<file path="config.mk">
export PLATFORM = sky130hd
export DESIGN_NAME = drive_setpoint_control
export DESIGN_NICKNAME = d
export VERILOG_FILES = /design/src/pkg/drive_setpoint_pkg.sv /design/src/design/preset_store.sv /design/src/design/drive_setpoint_control.sv
export VERILOG_INCLUDE_DIRS = /design/src /design/src/pkg
export SDC_FILE = /design/constraint.sdc
export NUM_CORES = 1
export LEC_CHECK = 0
export ABC_AREA = 1
export BUFFER_PORTS_ARGS = -buffer_cell sky130_fd_sc_hd__buf_2
export CAP_MARGIN = 20
export CORE_MARGIN = 3
export CORE_UTILIZATION = 50
export DETAILED_ROUTE_END_ITERATION = 6
export PLACE_DENSITY = 0.71
export SYNTH_ARGS = -nofsm -noshare
export SYNTH_HDL_FRONTEND = slang
export SYNTH_SLANG_ARGS = --single-unit
</file>
<file path="constraint.sdc">
create_clock -name clock -period 2.65 [get_ports clock]
set_input_delay 0.53 -clock clock [delete_from_list [all_inputs] [get_ports clock]]
set_output_delay 0.53 -clock clock [all_outputs]
set_load 0.01 [all_outputs]
</file>
<file path="src/pkg/drive_setpoint_map.svh">
// Constants for the setpoint and run-behaviour controller
`ifndef DRIVE_SETPOINT_MAP_SVH
`define DRIVE_SETPOINT_MAP_SVH
// Clock rate and tick derivation (100 ms tick for 0.1 s units)
`define CLK_HZ            125000000
`define TICK_MS           100
`define TICK_CYCLES       ((`CLK_HZ / 1000) * `TICK_MS)
// Restart delay in tenths of a second
`define RESTART_DLY_MAX   16'd200
// Brake start voltage in volts
`define BRAKE_V_MIN       10'd630
`define BRAKE_V_MAX       10'd710
// Brake rate in tenths of a percent
`define BRAKE_RATE_MAX    10'd1000
// Ramp times in tenths of a second
`define RAMP_T_MIN        16'd1
`define RAMP_T_MAX        16'd36000
`define JOG_T_MAX         16'd200
// Frequencies in hundredths of a hertz
`define FREQ_MAX          16'd40000
`define JOG_F_MIN         16'd100
`define JOG_F_MAX         16'd6000
// Parameter write indices
`define IDX_RESTART_DLY   6'd0
`define IDX_BRAKE_V       6'd1
`define IDX_BRAKE_RATE    6'd2
`define IDX_JOG_ACC       6'd3
`define IDX_JOG_DEC       6'd4
`define IDX_JOG_FREQ      6'd5
`define IDX_ACC_BASE      6'd8
`define IDX_DEC_BASE      6'd12
`define IDX_PRESET_BASE   6'd16
// Reset values
`define RST_BRAKE_V       10'd700
`define RST_RAMP_T        16'd100
`define RST_JOG_T         16'd60
`define RST_JOG_F         16'd500
`define RST_BRAKE_RATE    10'd1000
`endif

</file>
<file path="src/pkg/drive_setpoint_pkg.sv">
// Types for the setpoint and run-behaviour controller
package drive_setpoint_pkg;
    typedef enum logic [1:0] {LOW_UNDEFINED, LOW_RUN_AT_LIMIT, LOW_STOP} below_limit_mode_t;
    typedef enum logic [1:0] {CMD_KEYPAD, CMD_TERMINAL, CMD_HOST} cmd_source_t;
    typedef struct packed {
        logic        valid;
        logic [5:0]  index;
        logic [15:0] value;
    } param_write_t;
    typedef struct packed {
        logic [15:0] freq;
        logic [15:0] accTime;
        logic [15:0] decTime;
        logic [15:0] sStart;
        logic [15:0] sRise;
        logic        run;
    } ramp_cmd_t;
endpackage

</file>
<file path="src/design/preset_store.sv">
// Small register memory for preset speed frequencies
`timescale 1ns/1ps
`default_nettype none
module preset_store #(
    parameter int DEPTH = 15,
    parameter int WIDTH = 16
) (
    input  wire logic                      clock,
    input  wire logic                      rst_n,
    input  wire logic                      writeEn,
    input  wire logic [3:0]                writeAddr,
    input  wire logic [WIDTH-1:0]          writeData,
    input  wire logic [3:0]                readAddr,
    output var  logic [WIDTH-1:0]          readData
);
    logic [WIDTH-1:0] mem_q [DEPTH];

    // Storage entries, cleared at reset
    for (genvar i = 0; i < DEPTH; i++) begin : g_entry
        always_ff @(posedge clock or negedge rst_n) begin
            if (!rst_n) begin
                mem_q[i] <= '0;
            end else if (writeEn && writeAddr == 4'(i)) begin
                mem_q[i] <= writeData;
            end
        end
    end

    // Registered read port
    always_ff @(posedge clock or negedge rst_n) begin
        if (!rst_n) begin
            readData <= '0;
        end else if (readAddr < 4'(DEPTH)) begin
            readData <= mem_q[readAddr];
        end else begin
            readData <= '0;
        end
    end
endmodule
`default_nettype wire

</file>
<file path="src/design/drive_setpoint_control.sv">
// Setpoint selection and run behaviour for a motor drive
`timescale 1ns/1ps
`default_nettype none
`include "drive_setpoint_map.svh"
module drive_setpoint_control #(
    parameter int TICK_CYCLES = `TICK_CYCLES
) (
    input  wire logic                              clock,
    input  wire logic                              rst_n,
    input  wire drive_setpoint_pkg::param_write_t  paramWrite,
    input  wire logic                              restartEnable,
    input  wire logic                              supplyOk,
    input  wire logic [9:0]                        busVoltage,
    input  wire logic [9:0]                        carrierPhase,
    input  wire logic [15:0]                       mainFreq,
    input  wire logic [15:0]                       lowLimit,
    input  wire drive_setpoint_pkg::below_limit_mode_t belowLimitMode,
    input  wire logic                              multiKeyMode,
    input  wire logic                              multi_function_key,
    input  wire logic [1:0]                        stopKeyMode,
    input  wire drive_setpoint_pkg::cmd_source_t   cmdSource,
    input  wire logic                              stopResetKey,
    input  wire logic                              fanMode,
    input  wire logic                              ramp_select_input_a,
    input  wire logic                              ramp_select_input_b,
    input  wire logic [3:0]                        presetCode,
    input  wire logic                              sequenceActive,
    input  wire logic [3:0]                        sequencePreset,
    input  wire logic                              runCommand,
    input  wire logic                              jogKeypad,
    input  wire logic                              jogTerminal,
    input  wire logic                              jogHost,
    input  wire logic [15:0]                       sStartIn,
    input  wire logic [15:0]                       sRiseIn,
    output var  drive_setpoint_pkg::ramp_cmd_t     rampCmd,
    output var  logic                              reverse_q,
    output var  logic                              brakeSwitch_q,
    output var  logic                              fanOn_q,
    output var  logic                              faultReset_q
);
    import drive_setpoint_pkg::*;

    ////////////////////////////////////////////////////////////////////////////
    // Parameter storage
    logic [15:0] restartDly_q, jogAcc_q, jogDec_q, jogFreq_q;
    logic [9:0]  brakeV_q, brakeRate_q;
    logic [15:0] accT_q [4];
    logic [15:0] decT_q [4];
    logic [5:0]  idx;
    logic [15:0] val;
    logic        rampOk, jogTOk, jogFOk, freqOk;

    // Range checks on incoming writes
    assign idx    = paramWrite.index;
    assign val    = paramWrite.value;
    assign rampOk = val >= `RAMP_T_MIN && val <= `RAMP_T_MAX;
    assign jogTOk = val >= `RAMP_T_MIN && val <= `JOG_T_MAX;
    assign jogFOk = val == 16'h0000 || (val >= `JOG_F_MIN && val <= `JOG_F_MAX);
    assign freqOk = val <= `FREQ_MAX;

    // Scalar parameters, writes outside range are dropped
    always_ff @(posedge clock or negedge rst_n) begin
        if (!rst_n) begin
            restartDly_q <= 16'h0000;
            brakeV_q     <= `RST_BRAKE_V;
            brakeRate_q  <= `RST_BRAKE_RATE;
            jogAcc_q     <= `RST_JOG_T;
            jogDec_q     <= `RST_JOG_T;
            jogFreq_q    <= `RST_JOG_F;
        end else if (paramWrite.valid) begin
            if (idx == `IDX_RESTART_DLY && val <= `RESTART_DLY_MAX) restartDly_q <= val;
            if (idx == `IDX_BRAKE_V && val >= 16'(`BRAKE_V_MIN) && val <= 16'(`BRAKE_V_MAX))
                brakeV_q <= val[9:0];
            if (idx == `IDX_BRAKE_RATE && val <= 16'(`BRAKE_RATE_MAX)) brakeRate_q <= val[9:0];
            if (idx == `IDX_JOG_ACC && jogTOk) jogAcc_q <= val;
            if (idx == `IDX_JOG_DEC && jogTOk) jogDec_q <= val;
            if (idx == `IDX_JOG_FREQ && jogFOk) jogFreq_q <= val;
        end
    end

    // Four ramp time pairs, set one plus three further sets
    for (genvar s = 0; s < 4; s++) begin : g_ramp
        always_ff @(posedge clock or negedge rst_n) begin
            if (!rst_n) begin
                accT_q[s] <= `RST_RAMP_T;
                decT_q[s] <= `RST_RAMP_T;
            end else if (paramWrite.valid && rampOk) begin
                if (idx == `IDX_ACC_BASE + 6'(s)) accT_q[s] <= val;
                if (idx == `IDX_DEC_BASE + 6'(s)) decT_q[s] <= val;
            end
        end
    end

    ////////////////////////////////////////////////////////////////////////////
    // Preset store and selection
    logic       presetWrEn;
    logic [3:0] presetWrAddr, presetRdAddr, activePreset;
    logic [15:0] presetData;
    logic       presetSel_q;

    assign presetWrEn   = paramWrite.valid && freqOk && idx >= `IDX_PRESET_BASE
                          && idx < `IDX_PRESET_BASE + 6'd15;
    assign presetWrAddr = 4'(idx - `IDX_PRESET_BASE);
    assign activePreset = sequenceActive ? sequencePreset : presetCode;
    assign presetRdAddr = 4'(activePreset - 4'h1);

    preset_store #(.DEPTH(15), .WIDTH(16)) u_presets (
        .clock     (clock),
        .rst_n     (rst_n),
        .writeEn   (presetWrEn),
        .writeAddr (presetWrAddr),
        .writeData (val),
        .readAddr  (presetRdAddr),
        .readData  (presetData)
    );

    // Match the one-cycle read latency
    always_ff @(posedge clock or negedge rst_n) begin
        if (!rst_n) presetSel_q <= 1'b0;
        else        presetSel_q <= activePreset != 4'h0;
    end

    ////////////////////////////////////////////////////////////////////////////
    // Restart after supply recovery
    typedef enum logic [1:0] {PW_UP, PW_LOST, PW_WAIT} power_state_t;
    power_state_t pwState_q;
    logic [15:0]  tenths_q;
    logic [31:0]  tickCnt_q;
    logic         tick, restartHold;

    assign tick = tickCnt_q == 32'(TICK_CYCLES - 1);
    assign restartHold = pwState_q != PW_UP;

    // Supply state and delay count in 0.1 s ticks
    always_ff @(posedge clock or negedge rst_n) begin
        if (!rst_n) begin
            pwState_q <= PW_UP;
            tenths_q  <= 16'h0000;
            tickCnt_q <= 32'h0;
        end else begin
            tickCnt_q <= (pwState_q == PW_WAIT && !tick) ? tickCnt_q + 32'h1 : 32'h0;
            unique case (pwState_q)
                PW_UP:   if (!supplyOk) pwState_q <= PW_LOST;
                PW_LOST: if (supplyOk && restartEnable) begin
                    pwState_q <= PW_WAIT;
                    tenths_q  <= 16'h0000;
                end
                PW_WAIT: begin
                    if (!supplyOk) pwState_q <= PW_LOST;
                    else if (tenths_q >= restartDly_q) pwState_q <= PW_UP;
                    else if (tick) tenths_q <= tenths_q + 16'h1;
                end
            endcase
        end
    end

    ////////////////////////////////////////////////////////////////////////////
    // Keys: direction reversal, stop and reset
    logic mfKey_q, stopKey_q, stopped_q, stopAllowed, keyPress, stopPress;

    assign keyPress    = multi_function_key && !mfKey_q;
    assign stopPress   = stopResetKey && !stopKey_q;
    assign stopAllowed = cmdSource == CMD_KEYPAD ||
                         (stopKeyMode == 2'd1 && cmdSource == CMD_HOST) ||
                         (stopKeyMode == 2'd2 && cmdSource == CMD_TERMINAL);

    // Edge detection and latched key effects
    always_ff @(posedge clock or negedge rst_n) begin
        if (!rst_n) begin
            mfKey_q      <= 1'b0;
            stopKey_q    <= 1'b0;
            reverse_q    <= 1'b0;
            stopped_q    <= 1'b0;
            faultReset_q <= 1'b0;
        end else begin
            mfKey_q      <= multi_function_key;
            stopKey_q    <= stopResetKey;
            faultReset_q <= stopPress;
            if (keyPress && multiKeyMode) reverse_q <= !reverse_q;
            if (stopPress && stopAllowed) stopped_q <= 1'b1;
            else if (!runCommand) stopped_q <= 1'b0;
        end
    end

    ////////////////////////////////////////////////////////////////////////////
    // Setpoint and ramp command
    logic        jogReq, belowLow, runReq;
    logic [1:0]  rampSet;
    logic [15:0] baseFreq, runFreq;

    assign jogReq   = jogKeypad || jogTerminal || jogHost;
    assign rampSet  = {ramp_select_input_b, ramp_select_input_a};
    assign baseFreq = presetSel_q ? presetData : mainFreq;
    assign belowLow = baseFreq < lowLimit;
    assign runFreq  = (belowLow && belowLimitMode == LOW_RUN_AT_LIMIT) ? lowLimit : baseFreq;
    assign runReq   = (runCommand || jogReq) && !stopped_q && !restartHold
                      && !(belowLow && belowLimitMode == LOW_STOP && !jogReq);

    // Registered command to the ramp generator; times span 0.1 s to maximum
    always_ff @(posedge clock or negedge rst_n) begin
        if (!rst_n) begin
            rampCmd <= '0;
        end else begin
            rampCmd.run     <= runReq;
            rampCmd.freq    <= jogReq ? jogFreq_q : runFreq;
            rampCmd.accTime <= jogReq ? jogAcc_q : accT_q[rampSet];
            rampCmd.decTime <= jogReq ? jogDec_q : decT_q[rampSet];
            rampCmd.sStart  <= sStartIn;
            rampCmd.sRise   <= sRiseIn;
        end
    end

    ////////////////////////////////////////////////////////////////////////////
    // Dynamic brake and cooling fan
    logic brakeDue;
    assign brakeDue = brakeRate_q != 10'h000 && busVoltage >= brakeV_q
                      && carrierPhase < brakeRate_q;

    always_ff @(posedge clock or negedge rst_n) begin
        if (!rst_n) begin
            brakeSwitch_q <= 1'b0;
            fanOn_q       <= 1'b0;
        end else begin
            brakeSwitch_q <= brakeDue;
            fanOn_q       <= !fanMode || rampCmd.run;
        end
    end

    ////////////////////////////////////////////////////////////////////////////
    // Checks
    property p_restart_off;
        @(posedge clock) disable iff (!rst_n)
        (pwState_q == PW_LOST && supplyOk && !restartEnable) |=> pwState_q == PW_LOST;
    endproperty
    a_restart_off: assert property (p_restart_off) else $error("restart while disabled");

    property p_delay;
        @(posedge clock) disable iff (!rst_n)
        (pwState_q == PW_WAIT && $past(pwState_q) == PW_WAIT && tenths_q < restartDly_q) |-> !rampCmd.run;
    endproperty
    a_delay: assert property (p_delay) else $error("ran during restart delay");

    property p_brake_off;
        @(posedge clock) disable iff (!rst_n)
        (brakeRate_q == 10'h000) |=> !brakeSwitch_q;
    endproperty
    a_brake_off: assert property (p_brake_off) else $error("brake with zero rate");

    property p_brake_v;
        @(posedge clock) disable iff (!rst_n)
        brakeSwitch_q |-> $past(busVoltage) >= $past(brakeV_q);
    endproperty
    a_brake_v: assert property (p_brake_v) else $error("brake below threshold");

    property p_reverse;
        @(posedge clock) disable iff (!rst_n)
        (keyPress && multiKeyMode) |=> reverse_q != $past(reverse_q);
    endproperty
    a_reverse: assert property (p_reverse) else $error("no reversal on key");

    property p_fan;
        @(posedge clock) disable iff (!rst_n)
        !fanMode |=> fanOn_q;
    endproperty
    a_fan: assert property (p_fan) else $error("fan off in always mode");

    property p_ramp_sel;
        @(posedge clock) disable iff (!rst_n)
        (!jogReq && rampSet == 2'd3) |=> rampCmd.accTime == $past(accT_q[3]);
    endproperty
    a_ramp_sel: assert property (p_ramp_sel) else $error("wrong ramp set");

    property p_range;
        @(posedge clock) disable iff (!rst_n)
        brakeV_q >= `BRAKE_V_MIN && brakeV_q <= `BRAKE_V_MAX && restartDly_q <= `RESTART_DLY_MAX;
    endproperty
    a_range: assert property (p_range) else $error("parameter out of range");
endmodule
`default_nettype wire

</file>
---- Word level (Yosys, flattened, before mapping) ----
Index checks and enable logic that the tools add are counted.
cells by class
  add/subtract/negate cells ............... 4
  $lt $le $gt $ge ......................... 18
  equality and inequality tests ........... 43
  multiplexer cells ....................... 29
  bitwise operators ....................... 2
  reduce and logical (&&, ||, !) cells .... 86
operators by type and width
  cell                                                                  count
  two-way mux 16 bit                                                    16
  binary-select mux 16 bit (select 2 bit)                               2
  binary-select mux 16 bit (select 4 bit)                               1
  == test 6 x 4 -> 1 bit (second input constant)                        8
  logical AND 1 bit                                                     45
  adder 32 x 1 -> 32 bit (second input constant)                        1
  == test 32 x 24 -> 1 bit (second input constant)                      1
  <= comparator 16 x 10 -> 1 bit (second input constant)                2
  <= comparator 16 bit (second input constant)                          2
  two-way mux 32 bit                                                    1
  one-hot mux 16 bit (2 select lines)                                   1
  == test 4 bit (second input constant)                                 7
  AND reduction 2 bit                                                   14
  adder 16 x 1 -> 16 bit (second input constant)                        1
  == test 4 x 3 -> 1 bit (second input constant)                        4
  greater-or-equal comparator 16 x 1 -> 1 bit (second input constant)   1
  greater-or-equal comparator 16 x 10 -> 1 bit (second input constant)  1
  greater-or-equal comparator 16 bit                                    1
  greater-or-equal comparator 16 x 7 -> 1 bit (second input constant)   1
  <= comparator 16 x 13 -> 1 bit (second input constant)                1
  <= comparator 16 x 8 -> 1 bit (second input constant)                 1
  zero test 16 bit                                                      1
  less-than comparator 16 bit                                           1
  == test 6 x 2 -> 1 bit (second input constant)                        2
  other kinds (33)                                                      66
word-level totals
  register bits after elaboration ......... 607
  bits of input ports ..................... 136
  logic and storage cells ................. 229

---- Logic depth before layout (Yosys ltp) ----
Gate-level depths: netlist of the first run.
  depth after elaboration ................. 7
  mapped depth ............................ 17
  gate-level depth less buffers ........... 16

---- Modules after synthesis ----
Synthesis of the first run repeated with hierarchy kept, for this count alone.
unflattened totals
  cells, all modules ...................... 3518
  area, all modules ....................... 28863.9 µm²
by module, submodules not included
  module                  instances  cells an instance  area an instance (µm²)  sequential area each (µm²)
  drive_setpoint_control  1          1948               16683.5                 8846.0
  preset_store            1          1570               12180.4                 6406.1

---- Least setup slack after synthesis of the first run ----
Ideal clock, no wire load.
  path kind ............................... input-to-reg
  start ................................... in sequenceActive
  end ..................................... reg u_presets.readData[15]
  arrival ................................. 2.861 ns
  data required time ...................... 2.529 ns
  path slack .............................. -0.332 ns
  cell stages on the path ................. 15
  path buffers ............................ 5
  path through ............................ inv_1 > nand2_1 > nand2_1 > clkbuf_1 > clkbuf_1 > ha_1 > clkbuf_1 > inv_1 > clkbuf_1 > buf_1 > o21ai_0 > a21oi_1 > o21ai_0 > a31oi_1 > nor2_1
on the way
  cells in the longest elaborated chain, start to end .. 7
ends and longest elaborated chain
  what                                                   line                           text
  start, declared                                        drive_setpoint_control.sv:27   input wire logic sequenceActive,
  two-way mux 4 bit (*)                                  drive_setpoint_control.sv:104  assign activePreset = sequenceActive ? sequencePreset : presetCode;
  subtractor 4 x 1 -> 4 bit (*)                          drive_setpoint_control.sv:105  assign presetRdAddr = 4'(activePreset - 4'h1);
  inverter 4 -> 5 bit (implied by the code)              preset_store.sv:34             readData <= mem_q[readAddr];
  binary-select mux 16 bit (select 4 bit)                preset_store.sv:34
  two-way mux 16 bit (implied by the code) (2 in a row)  preset_store.sv:34
  two-way mux 16 bit (*)                                 preset_store.sv:33             end else if (readAddr < 4'(DEPTH)) begin
  end signal, assigned                                   preset_store.sv:34
  end, declared                                          preset_store.sv:14             output var logic [WIDTH-1:0] readData
Every way passes the cells marked *; elsewhere a longest branch is shown, timed or not. The select of a mux whose other input is x is not followed.
A chain may end at the register's enable or synchronous reset.

---- Worst setup path after layout of the first run ----
  start ................................... reg presetSel_q
  end ..................................... reg rampCmd[65] in the netlist's numbering
on the way
  cells in the longest elaborated chain, start to end .. 5
ends and longest elaborated chain
  what                         line                           text
  start, declared              drive_setpoint_control.sv:99   logic presetSel_q;
  start signal, assigned       drive_setpoint_control.sv:119  if (!rst_n) presetSel_q <= 1'b0;
  start signal, assigned       drive_setpoint_control.sv:120  else presetSel_q <= activePreset != 4'h0;
  two-way mux 16 bit (*)       drive_setpoint_control.sv:193  assign baseFreq = presetSel_q ? presetData : mainFreq;
  less-than comparator 16 bit  drive_setpoint_control.sv:194  assign belowLow = baseFreq < lowLimit;
  logical AND 1 bit            drive_setpoint_control.sv:195  assign runFreq = (belowLow && belowLimitMode == LOW_RUN_AT_LIMIT) ? lowLimit : baseFreq;
  two-way mux 16 bit (*)       drive_setpoint_control.sv:195
  two-way mux 16 bit (*)       drive_setpoint_control.sv:205  rampCmd.freq <= jogReq ? jogFreq_q : runFreq;
  end, declared                drive_setpoint_control.sv:35   output var drive_setpoint_pkg::ramp_cmd_t rampCmd,
Every way passes the cells marked *; elsewhere a longest branch is shown, timed or not.

==> results of run 1 <==
==> sequential cells by signal (all words and copies together), names as in the netlist <==
signal / cells
u_presets.mem_q: 240
rampCmd: 81
accT_q: 64
decT_q: 64
tickCnt_q: 32
jogAcc_q: 16
jogDec_q: 16
jogFreq_q: 16
restartDly_q: 16
tenths_q: 16
u_presets.readData: 16
brakeRate_q: 10
brakeV_q: 10
pwState_q: 2
brakeSwitch_q: 1
fanOn_q: 1
faultReset_q: 1
mfKey_q: 1
presetSel_q: 1
reverse_q: 1
stopKey_q: 1
stopped_q: 1
==> logic make-up (layout without fill, tap and decap cells) <==
group                      count (synthesis)  in the layout
xor gates and xnor gates                  25             25
buffers and inverters                    519            790
muxes                                      1              1
adders and majority gates                 53             53
DFF                                      607            607
AOI/OAI and AO/OA                        859            859
other                                      0              6
and+or+nand+nor                         1399           1399
==> synthesized netlist by cell type, types with 2 or more instances <==
| cell type | count | area share |
|---|---|---|
| sky130_fd_sc_hd__buf_1 | 2 | 0.00026 |
| sky130_fd_sc_hd__ha_1 | 53 | 0.023 |
| sky130_fd_sc_hd__a21oi_1 | 125 | 0.022 |
| sky130_fd_sc_hd__nand2_2 | 2 | 0.00044 |
| sky130_fd_sc_hd__nor4_1 | 6 | 0.0013 |
| sky130_fd_sc_hd__dfrtp_1 | 557 | 0.49 |
| sky130_fd_sc_hd__or2_2 | 16 | 0.0035 |
| sky130_fd_sc_hd__nor2_2 | 5 | 0.0011 |
| sky130_fd_sc_hd__nor2_4 | 8 | 0.0032 |
| sky130_fd_sc_hd__inv_2 | 8 | 0.0011 |
| sky130_fd_sc_hd__inv_1 | 293 | 0.039 |
| sky130_fd_sc_hd__buf_4 | 5 | 0.0013 |
| sky130_fd_sc_hd__o21ai_1 | 88 | 0.015 |
| sky130_fd_sc_hd__nand3b_1 | 4 | 0.0011 |
| sky130_fd_sc_hd__o21ai_0 | 565 | 0.099 |
| sky130_fd_sc_hd__buf_2 | 73 | 0.013 |
| sky130_fd_sc_hd__clkbuf_1 | 134 | 0.018 |
| sky130_fd_sc_hd__nand3_2 | 9 | 0.0032 |
| sky130_fd_sc_hd__nor3b_1 | 2 | 0.00053 |
| sky130_fd_sc_hd__a211oi_1 | 2 | 0.00053 |
| sky130_fd_sc_hd__and3_1 | 2 | 0.00044 |
| sky130_fd_sc_hd__dfstp_2 | 50 | 0.046 |
| sky130_fd_sc_hd__a21boi_0 | 2 | 0.00053 |
| sky130_fd_sc_hd__o21bai_1 | 3 | 0.00079 |
| sky130_fd_sc_hd__nor2_1 | 322 | 0.042 |
| sky130_fd_sc_hd__a31oi_1 | 48 | 0.011 |
| sky130_fd_sc_hd__nor3_1 | 44 | 0.0077 |
| sky130_fd_sc_hd__o31ai_1 | 3 | 0.00079 |
| sky130_fd_sc_hd__xor2_1 | 24 | 0.0074 |
| sky130_fd_sc_hd__nand3_1 | 113 | 0.020 |
| sky130_fd_sc_hd__nand4_1 | 41 | 0.0090 |
| sky130_fd_sc_hd__o41ai_1 | 3 | 0.00092 |
| sky130_fd_sc_hd__buf_6 | 2 | 0.00079 |
| sky130_fd_sc_hd__o211ai_1 | 14 | 0.0037 |
| sky130_fd_sc_hd__nand2_1 | 821 | 0.11 |
==> layout by cell type, fill, tap and decap left out, types with 3 or more instances in the layout <==
cell type,instances
sky130_fd_sc_hd__diode_2,6
sky130_fd_sc_hd__nand3b_1,4
sky130_fd_sc_hd__nand2_1,819
sky130_fd_sc_hd__nor2_2,7
sky130_fd_sc_hd__o21bai_1,3
sky130_fd_sc_hd__clkbuf_16,66
sky130_fd_sc_hd__nand2_2,3
sky130_fd_sc_hd__nand4_1,41
sky130_fd_sc_hd__xor2_1,24
sky130_fd_sc_hd__nor3_1,43
sky130_fd_sc_hd__nor4_1,6
sky130_fd_sc_hd__buf_4,98
sky130_fd_sc_hd__dlygate4sd3_1,12
sky130_fd_sc_hd__o211ai_1,14
sky130_fd_sc_hd__inv_1,290
sky130_fd_sc_hd__clkbuf_8,14
sky130_fd_sc_hd__or2_2,16
sky130_fd_sc_hd__o21ai_1,89
sky130_fd_sc_hd__dfrtp_1,557
sky130_fd_sc_hd__a31oi_1,48
sky130_fd_sc_hd__ha_1,53
sky130_fd_sc_hd__dfstp_2,50
sky130_fd_sc_hd__nand3_1,113
sky130_fd_sc_hd__o31ai_1,3
sky130_fd_sc_hd__buf_2,219
sky130_fd_sc_hd__o21ai_0,564
sky130_fd_sc_hd__nor2_1,320
sky130_fd_sc_hd__inv_6,6
sky130_fd_sc_hd__a21oi_1,124
sky130_fd_sc_hd__clkbuf_1,15
sky130_fd_sc_hd__buf_12,40
sky130_fd_sc_hd__nand3_2,9
sky130_fd_sc_hd__clkinv_2,12
sky130_fd_sc_hd__nor2_4,8
sky130_fd_sc_hd__inv_2,10
==> layout make-up <==
type | count | area, µm² | share of cell area
Clock inverter | 23 | 205 | 0.00614
Multi-Input combinational cell | 2337 | 11200 | 0.335
Inverter | 302 | 1140 | 0.0340
Sequential cell | 607 | 15300 | 0.457
Tap cell | 748 | 936 | 0.0280
Antenna cell | 6 | 15.0 | 0.000450
Clock buffer | 95 | 1900 | 0.0569
Timing Repair Buffer | 370 | 2770 | 0.0829
==> critical path, cell delays in order (launching register included) <==
cell	delay, ps
sky130_fd_sc_hd__dfrtp_1	360
sky130_fd_sc_hd__inv_2	100
sky130_fd_sc_hd__or2_2	280
sky130_fd_sc_hd__o21ai_1	140
sky130_fd_sc_hd__inv_1	70
sky130_fd_sc_hd__ha_1	290
sky130_fd_sc_hd__a21oi_1	150
sky130_fd_sc_hd__nor2_1	60
sky130_fd_sc_hd__a211oi_1	160
sky130_fd_sc_hd__nand2_1	90
sky130_fd_sc_hd__nand2_1	80
sky130_fd_sc_hd__buf_4	200
sky130_fd_sc_hd__nand4_1	110
sky130_fd_sc_hd__nand3_1	150
sky130_fd_sc_hd__nand2_1	70
==> metal layers <==
| metal | wire length, µm | part of all wire | vias up | GRT usage |
|---|---|---|---|---|
| met3 | 5450 | 0.066 | 171 | 0.0488 |
| met2 | 37900 | 0.46 | 813 | 0.435 |
| met4 | 3160 | 0.038 | 2 | 0.105 |
| met5 | 12 | 0.00015 | - | 0 |
| li1 | - | - | 11700 | - |
| met1 | 36100 | 0.44 | 11600 | 0.383 |
==> power by group <==
| group | internal, mW | leakage (nW) | switching [mW] |
|---|---|---|---|
| Clock | 5.21 | 1.05 | 3.79 |
| Combinational | 1.13 | 7.54 | 2.08 |
| Sequential | 10.1 | 7.52 | 0.366 |
| Total | 16.5 | 16.1 | 6.24 |
==> per-stage QoR <==
stage	cells	power [mW]	util
after floorplan	3463	12.4	-
after global placement	4352	13.7	0.559
after detailed placement	4352	13.8	0.559
after CTS	4482	22.8	0.599
after global routing	4485	23.8	0.599
final	4488	22.7	0.599
==> repair_timing <==
item	CTS	global route
hold buffers	12	0
hold endpoints to repair	47	0
resized for setup	0	2
setup endpoints to repair	0	17
buffers inserted	0	0
==> path summary, 6_finish.rpt <==
| kind | startpoint | endpoint | slack, ps | cells past startpoint |
|---|---|---|---|---|
| max in group asynchronous | rst_n | u_presets.mem_q[98] | 1250 | 3 |
| worst min register to register | stopKey_q | faultReset_q | 430 | 1 |
| min in group asynchronous | rst_n | jogDec_q[6] | 500 | 2 |
| worst max-delay path | presetSel_q | rampCmd[65] | 240 | 14 |
| worst min-delay path | sStartIn[3] | rampCmd[20] | 30 | 1 |
| worst max register to register | presetSel_q | rampCmd[65] | 240 | 14 |
==> results.toml, run 1 <==
[worst_setup_path]
worst_setup_path_end_kind = "flop"
critical_path_required_ps = 3130
worstSetupStartpointType = "flop"
path_class = "reg2reg"
largest_driver_fanout_on_the_critical_path = 17
worstPathArrival_ps = 2900

[global_routing]
grt_pass1_vias = 23000
globalRouteTotalUtil = 0.276
overflow = 0
initial_antenna_violation_count = 7
first_pass_grt_wire_length_um = 130000
pin_count_of_the_biggest_net_entering_global_routing = 88

[detailed_routing]
drt_drc_violations_left = 0
detailroute.via_count = 24400
violation_count_after_the_first_detailed_route_iteration = 2089
antenna_left = 0
drt-vias-per-instance = 5.43
dr.pass1.iters = 6
routedWlPerCell_um = 18.4
finalWirelength_um = 82600

[sta]
setup_tns_ps = 0
timing.fmax_mhz = 414
share_of_the_cycle_needed_by_the_critical_path_after_routing = 0.911
hold_viol = 0
setup_violations = 0
clock-skew-final_ps = 16.8
rsz0062_at_grt = "false"
worstMarginPinSlew_ps = 676
worst_relative_slew_slack = 0.549
finalWorstPathRequiredPeriod_ps = 2410
final_max_slew_viol_count = 0
worst_slack_ps = 237
fin_hold_ws_ps = 33.5

[synth]
synth.yosys.seq_area_share = 0.536
syn-cell-area_um2 = 28500
synth-xor-area-share = 0.00769
avgSynthCellArea_um2 = 8.22
synth.area.mux_share = 0.000351
synth_top_family_by_area = "simple AND/OR/NAND/NOR gates"
synth_simple_gate_area_frac = 0.203
async_reset_ff_frac = 1.00
yosys_register_bits = 607
synth-edff-count = 0
post_synth_inst_count = 3463
synthFlopType = "sky130_fd_sc_hd__dfrtp_1"
ys_types = 49
share_of_the_synthesized_area_in_compound_gates_ao_oa_aoi_oai = 0.157
yosys.area_share.adder = 0.0233
ys_warn_count = 0
syn_nets = 3652

[clocking]
clk_pin_slew_ps = 60
cts_max_level = 3
max-clock-path-buffers = 3
cts_root_buffer = "sky130_fd_sc_hd__clkbuf_16"
clock_latency_of_the_later_clocked_register_in_the_worst_skew_pair_ps = 600
cts_tree = "done"
numCtsBuffers = 66
clkSinkCount = 607

[hold_path]
min_path_type = "in2reg"

[placed_design]
port_buffers = 220
gp_congestion = 0.929
half_perimeter_wire_length_after_placement_um = 54600
placement.cell_area_um2 = 31200
placement.setup.worst_slack_ps = -48.2

[cells_and_area]
drive_gt1_frac = 0.153
area_growth_syn_to_layout_pct = 17.3
stdcell_area_um2 = 33400
filler_cell_count = 4961
layout.nets = 3873

[power_and_ir_drop]
static-leakage-power_nw = 16.1
power.density_nw_per_um2 = 680
worst_ir_drop_on_vdd_v = 0.000465

[job]
drv_cap = 0

[die]
fp.dieArea_um2 = 59900
die_h_um = 245
coreArea_um2 = 55700
initial_core_util = 0.511
boundaryPins = 221
row_count = 86
die_w_um = 245

[run_status]
run_status = "completed"
Note: power is estimated with default switching activity, not from simulation.
==> run 2: changes to the inputs <==
--- a/config.mk
+++ b/config.mk
@@ -13,6 +13,7 @@
 export CORE_UTILIZATION = 50
 export DETAILED_ROUTE_END_ITERATION = 6
 export PLACE_DENSITY = 0.71
+export SETUP_SLACK_MARGIN = 0.5
 export SYNTH_ARGS = -nofsm -noshare
 export SYNTH_HDL_FRONTEND = slang
 export SYNTH_SLANG_ARGS = --single-unit
==> run 2 against run 1 <==
  * First-iteration DRC count is 8.0% higher
  * Via count is 0.67% higher
  * Die area did not move
  * Total power is 3.0% higher
  * Critical path type unchanged
  * Critical endpoint is now rampCmd[77]
  * Largest power group unchanged
==> results.toml, run 2 (same netlist as run 1, synthesis figures left out) <==
[sta]
share_of_the_cycle_needed_by_the_critical_path_after_routing = 0.903
hold_viol = 0
worst_relative_slew_slack = 0.529
finalWorstPathRequiredPeriod_ps = 2390
setup_violations = 0
worstMarginPinSlew_ps = 706
final_max_slew_viol_count = 0
clock-skew-final_ps = 23.3
worst_slack_ps = 257
timing.fmax_mhz = 418
rsz0062_at_grt = "true"

[power_and_ir_drop]
worst_ir_drop_on_vdd_v = 0.000429
combinationalPowerShare = 0.153
internal-power_mw = 16.9
power.density_nw_per_um2 = 686
sw_pwr_mw = 6.42
report.power.total_mw = 23.4
static-leakage-power_nw = 16.3
p_seq_frac = 0.449
power.share.switching = 0.275
share_clk_of_total_power = 0.399

[clocking]
cts_tree = "done"
numCtsBuffers = 67
cts_root_buffer = "sky130_fd_sc_hd__clkbuf_16"
max-clock-path-buffers = 3
clk_pin_slew_ps = 60
cts_max_level = 3
clkSinkCount = 607
clock_latency_of_the_later_clocked_register_in_the_worst_skew_pair_ps = 610

[cells_and_area]
reg.largest.list = "u_presets.mem_q x240, rampCmd x81"
filler_cell_count = 4896
multi_input_comb_area_um2 = 11700
largest-register = "u_presets.mem_q"
layout.cells.non_filler = 4500
mostFrequentLayoutCell = "sky130_fd_sc_hd__nand2_1"
largest_register_ff_count = 240
layout.nets = 3886
area_growth_syn_to_layout_pct = 19.6
seq_area_um2 = 15300
mostFrequentLayoutCells = "805 x sky130_fd_sc_hd__nand2_1, 556 x sky130_fd_sc_hd__dfrtp_1, 508 x sky130_fd_sc_hd__o21ai_0, 315 x sky130_fd_sc_hd__nor2_1, 283 x sky130_fd_sc_hd__inv_1"
drive_gt1_frac = 0.183

[worst_setup_path]
worstPathBufferInverterCount = 3
worst_setup_path_end_kind = "flop"
critical_path.slowest_cell = "sky130_fd_sc_hd__dfrtp_2"
path_class = "reg2reg"
regToRegStartpoint = "presetSel_q"
largest_driver_fanout_on_the_critical_path = 16
worstPathArrival_ps = 2920
critical_path.top_delay_family = "compound AO/OA/AOI/OAI gates"
worstSetupStartpointType = "flop"
worstReg2RegEnd = "rampCmd[77]"
maximum_cell_stage_delay_along_the_critical_path_ps = 450
critical_path_required_ps = 3180
timing.critical_path.cells = "buf_6 > o21ai_2 > inv_1 > ha_1 > a21oi_2 > o21ai_2 > a21oi_4 > buf_12 > nand3_4 > nand2_1 > nand3_1 > nand2_1"
timing.reg2reg.setup_slack_ps = 260
r2r_cells = 12

[detailed_routing]
antenna_left = 0
topRoutingLayerUsed = "met5"
drt-vias-per-instance = 5.45
detailroute.via_count = 24500
violation_count_after_the_first_detailed_route_iteration = 2256
met1Wirelength_um = 36000
dr.pass1.iters = 6
finalWirelength_um = 82800
met3WireLength_um = 5780
drt_drc_violations_left = 0
routedWlPerCell_um = 18.4
dr_wl_met2_um = 38600

[global_routing]
globalRouteTotalUtil = 0.273
overflow = 0
grt_pass1_vias = 23200
first_pass_grt_wire_length_um = 130000
initial_antenna_violation_count = 6
pin_count_of_the_biggest_net_entering_global_routing = 79

[hold_path]
hold-path-endpoint = "rampCmd[10]"
min_path_type = "in2reg"
hold_path_depth = 1
worstHoldStart = "sRiseIn[9]"

[placed_design]
placedCellCount = 4358
half_perimeter_wire_length_after_placement_um = 55000
port_buffers = 220
placement.setup.worst_slack_ps = -63.5
gp_congestion = 0.904

[job]
drv_cap = 0

[die]
die_h_um = 245
row_count = 86
initial_core_util = 0.511
boundaryPins = 221
die_w_um = 245
coreArea_um2 = 55700
fp.dieArea_um2 = 59900

[run_status]
run_status = "completed"
run 2: worst max-delay path by stage:
| stage | start | to | cells past startpoint |
|---|---|---|---|
| global route | presetSel_q | rampCmd[77] | 12 |
| CTS | presetSel_q | rampCmd[68] | 14 |
| finish | presetSel_q | rampCmd[77] | 12 |
| detailed placement | sequenceActive | u_presets.readData[5] | 12 |
| floorplan | presetSel_q | rampCmd[71] | 16 |
| global placement | sequenceActive | u_presets.readData[5] | 12 |
run 2: per-layer routing:
metal  global-route usage  up-vias
met5                    0        -
met4               0.0868        4
met3               0.0457      143
met2                0.439      869
met1                0.382    11700
li1                     -    11800
run 2: cell type report:
class,count,share of cell area
Antenna cell,4,0.000294
Clock buffer,100,0.0585
Clock inverter,20,0.00643
Inverter,302,0.0343
Multi-Input combinational cell,2339,0.344
Sequential cell,607,0.448
Tap cell,748,0.0275
Timing Repair Buffer,379,0.0813
Timing Repair inverter,1,0.000220
run 2: power by group through the flow:
stage               registers (mW)  clock network, mW  logic [mW]
finish                        10.5               9.32        3.57
global route                  10.5               9.88        3.98
CTS                           10.5               9.49        3.36
detailed placement            10.6                  0        3.27
global placement              10.6                  0        3.21
floorplan                     10.5                  0        2.06
run 2: through the flow:
step	utilization	hold slack, ps	instance area (µm²)	setup TNS, ps
floorplan	-	234	28900	0
global placement	0.562	398	31300	-35.2
detailed placement	0.562	404	31300	-63.5
CTS	0.604	4.56	33600	0
global route	0.611	19.6	34100	0
finish	0.611	33.1	34100	0
run 2: timing repair:
action	in CTS	in global routing
buffers inserted	5	6
pin swaps	6	23
setup endpoints to repair	34	40
gates resized for setup	13	75
cloned	1	5
hold buffers	1	0
endpoints found under the hold margin	36	0
run 2: worst reg2reg max path: cells and delay by family (launching register included):
| family | cells | cell delay [ps] |
|---|---|---|
| AO/OA/AOI/OAI | 4 | 730 |
| adder cells (fa/ha/maj) | 1 | 330 |
| buffers and inverters | 3 | 430 |
| flip-flops | 1 | 450 |
| AND/OR/NAND/NOR | 4 | 390 |
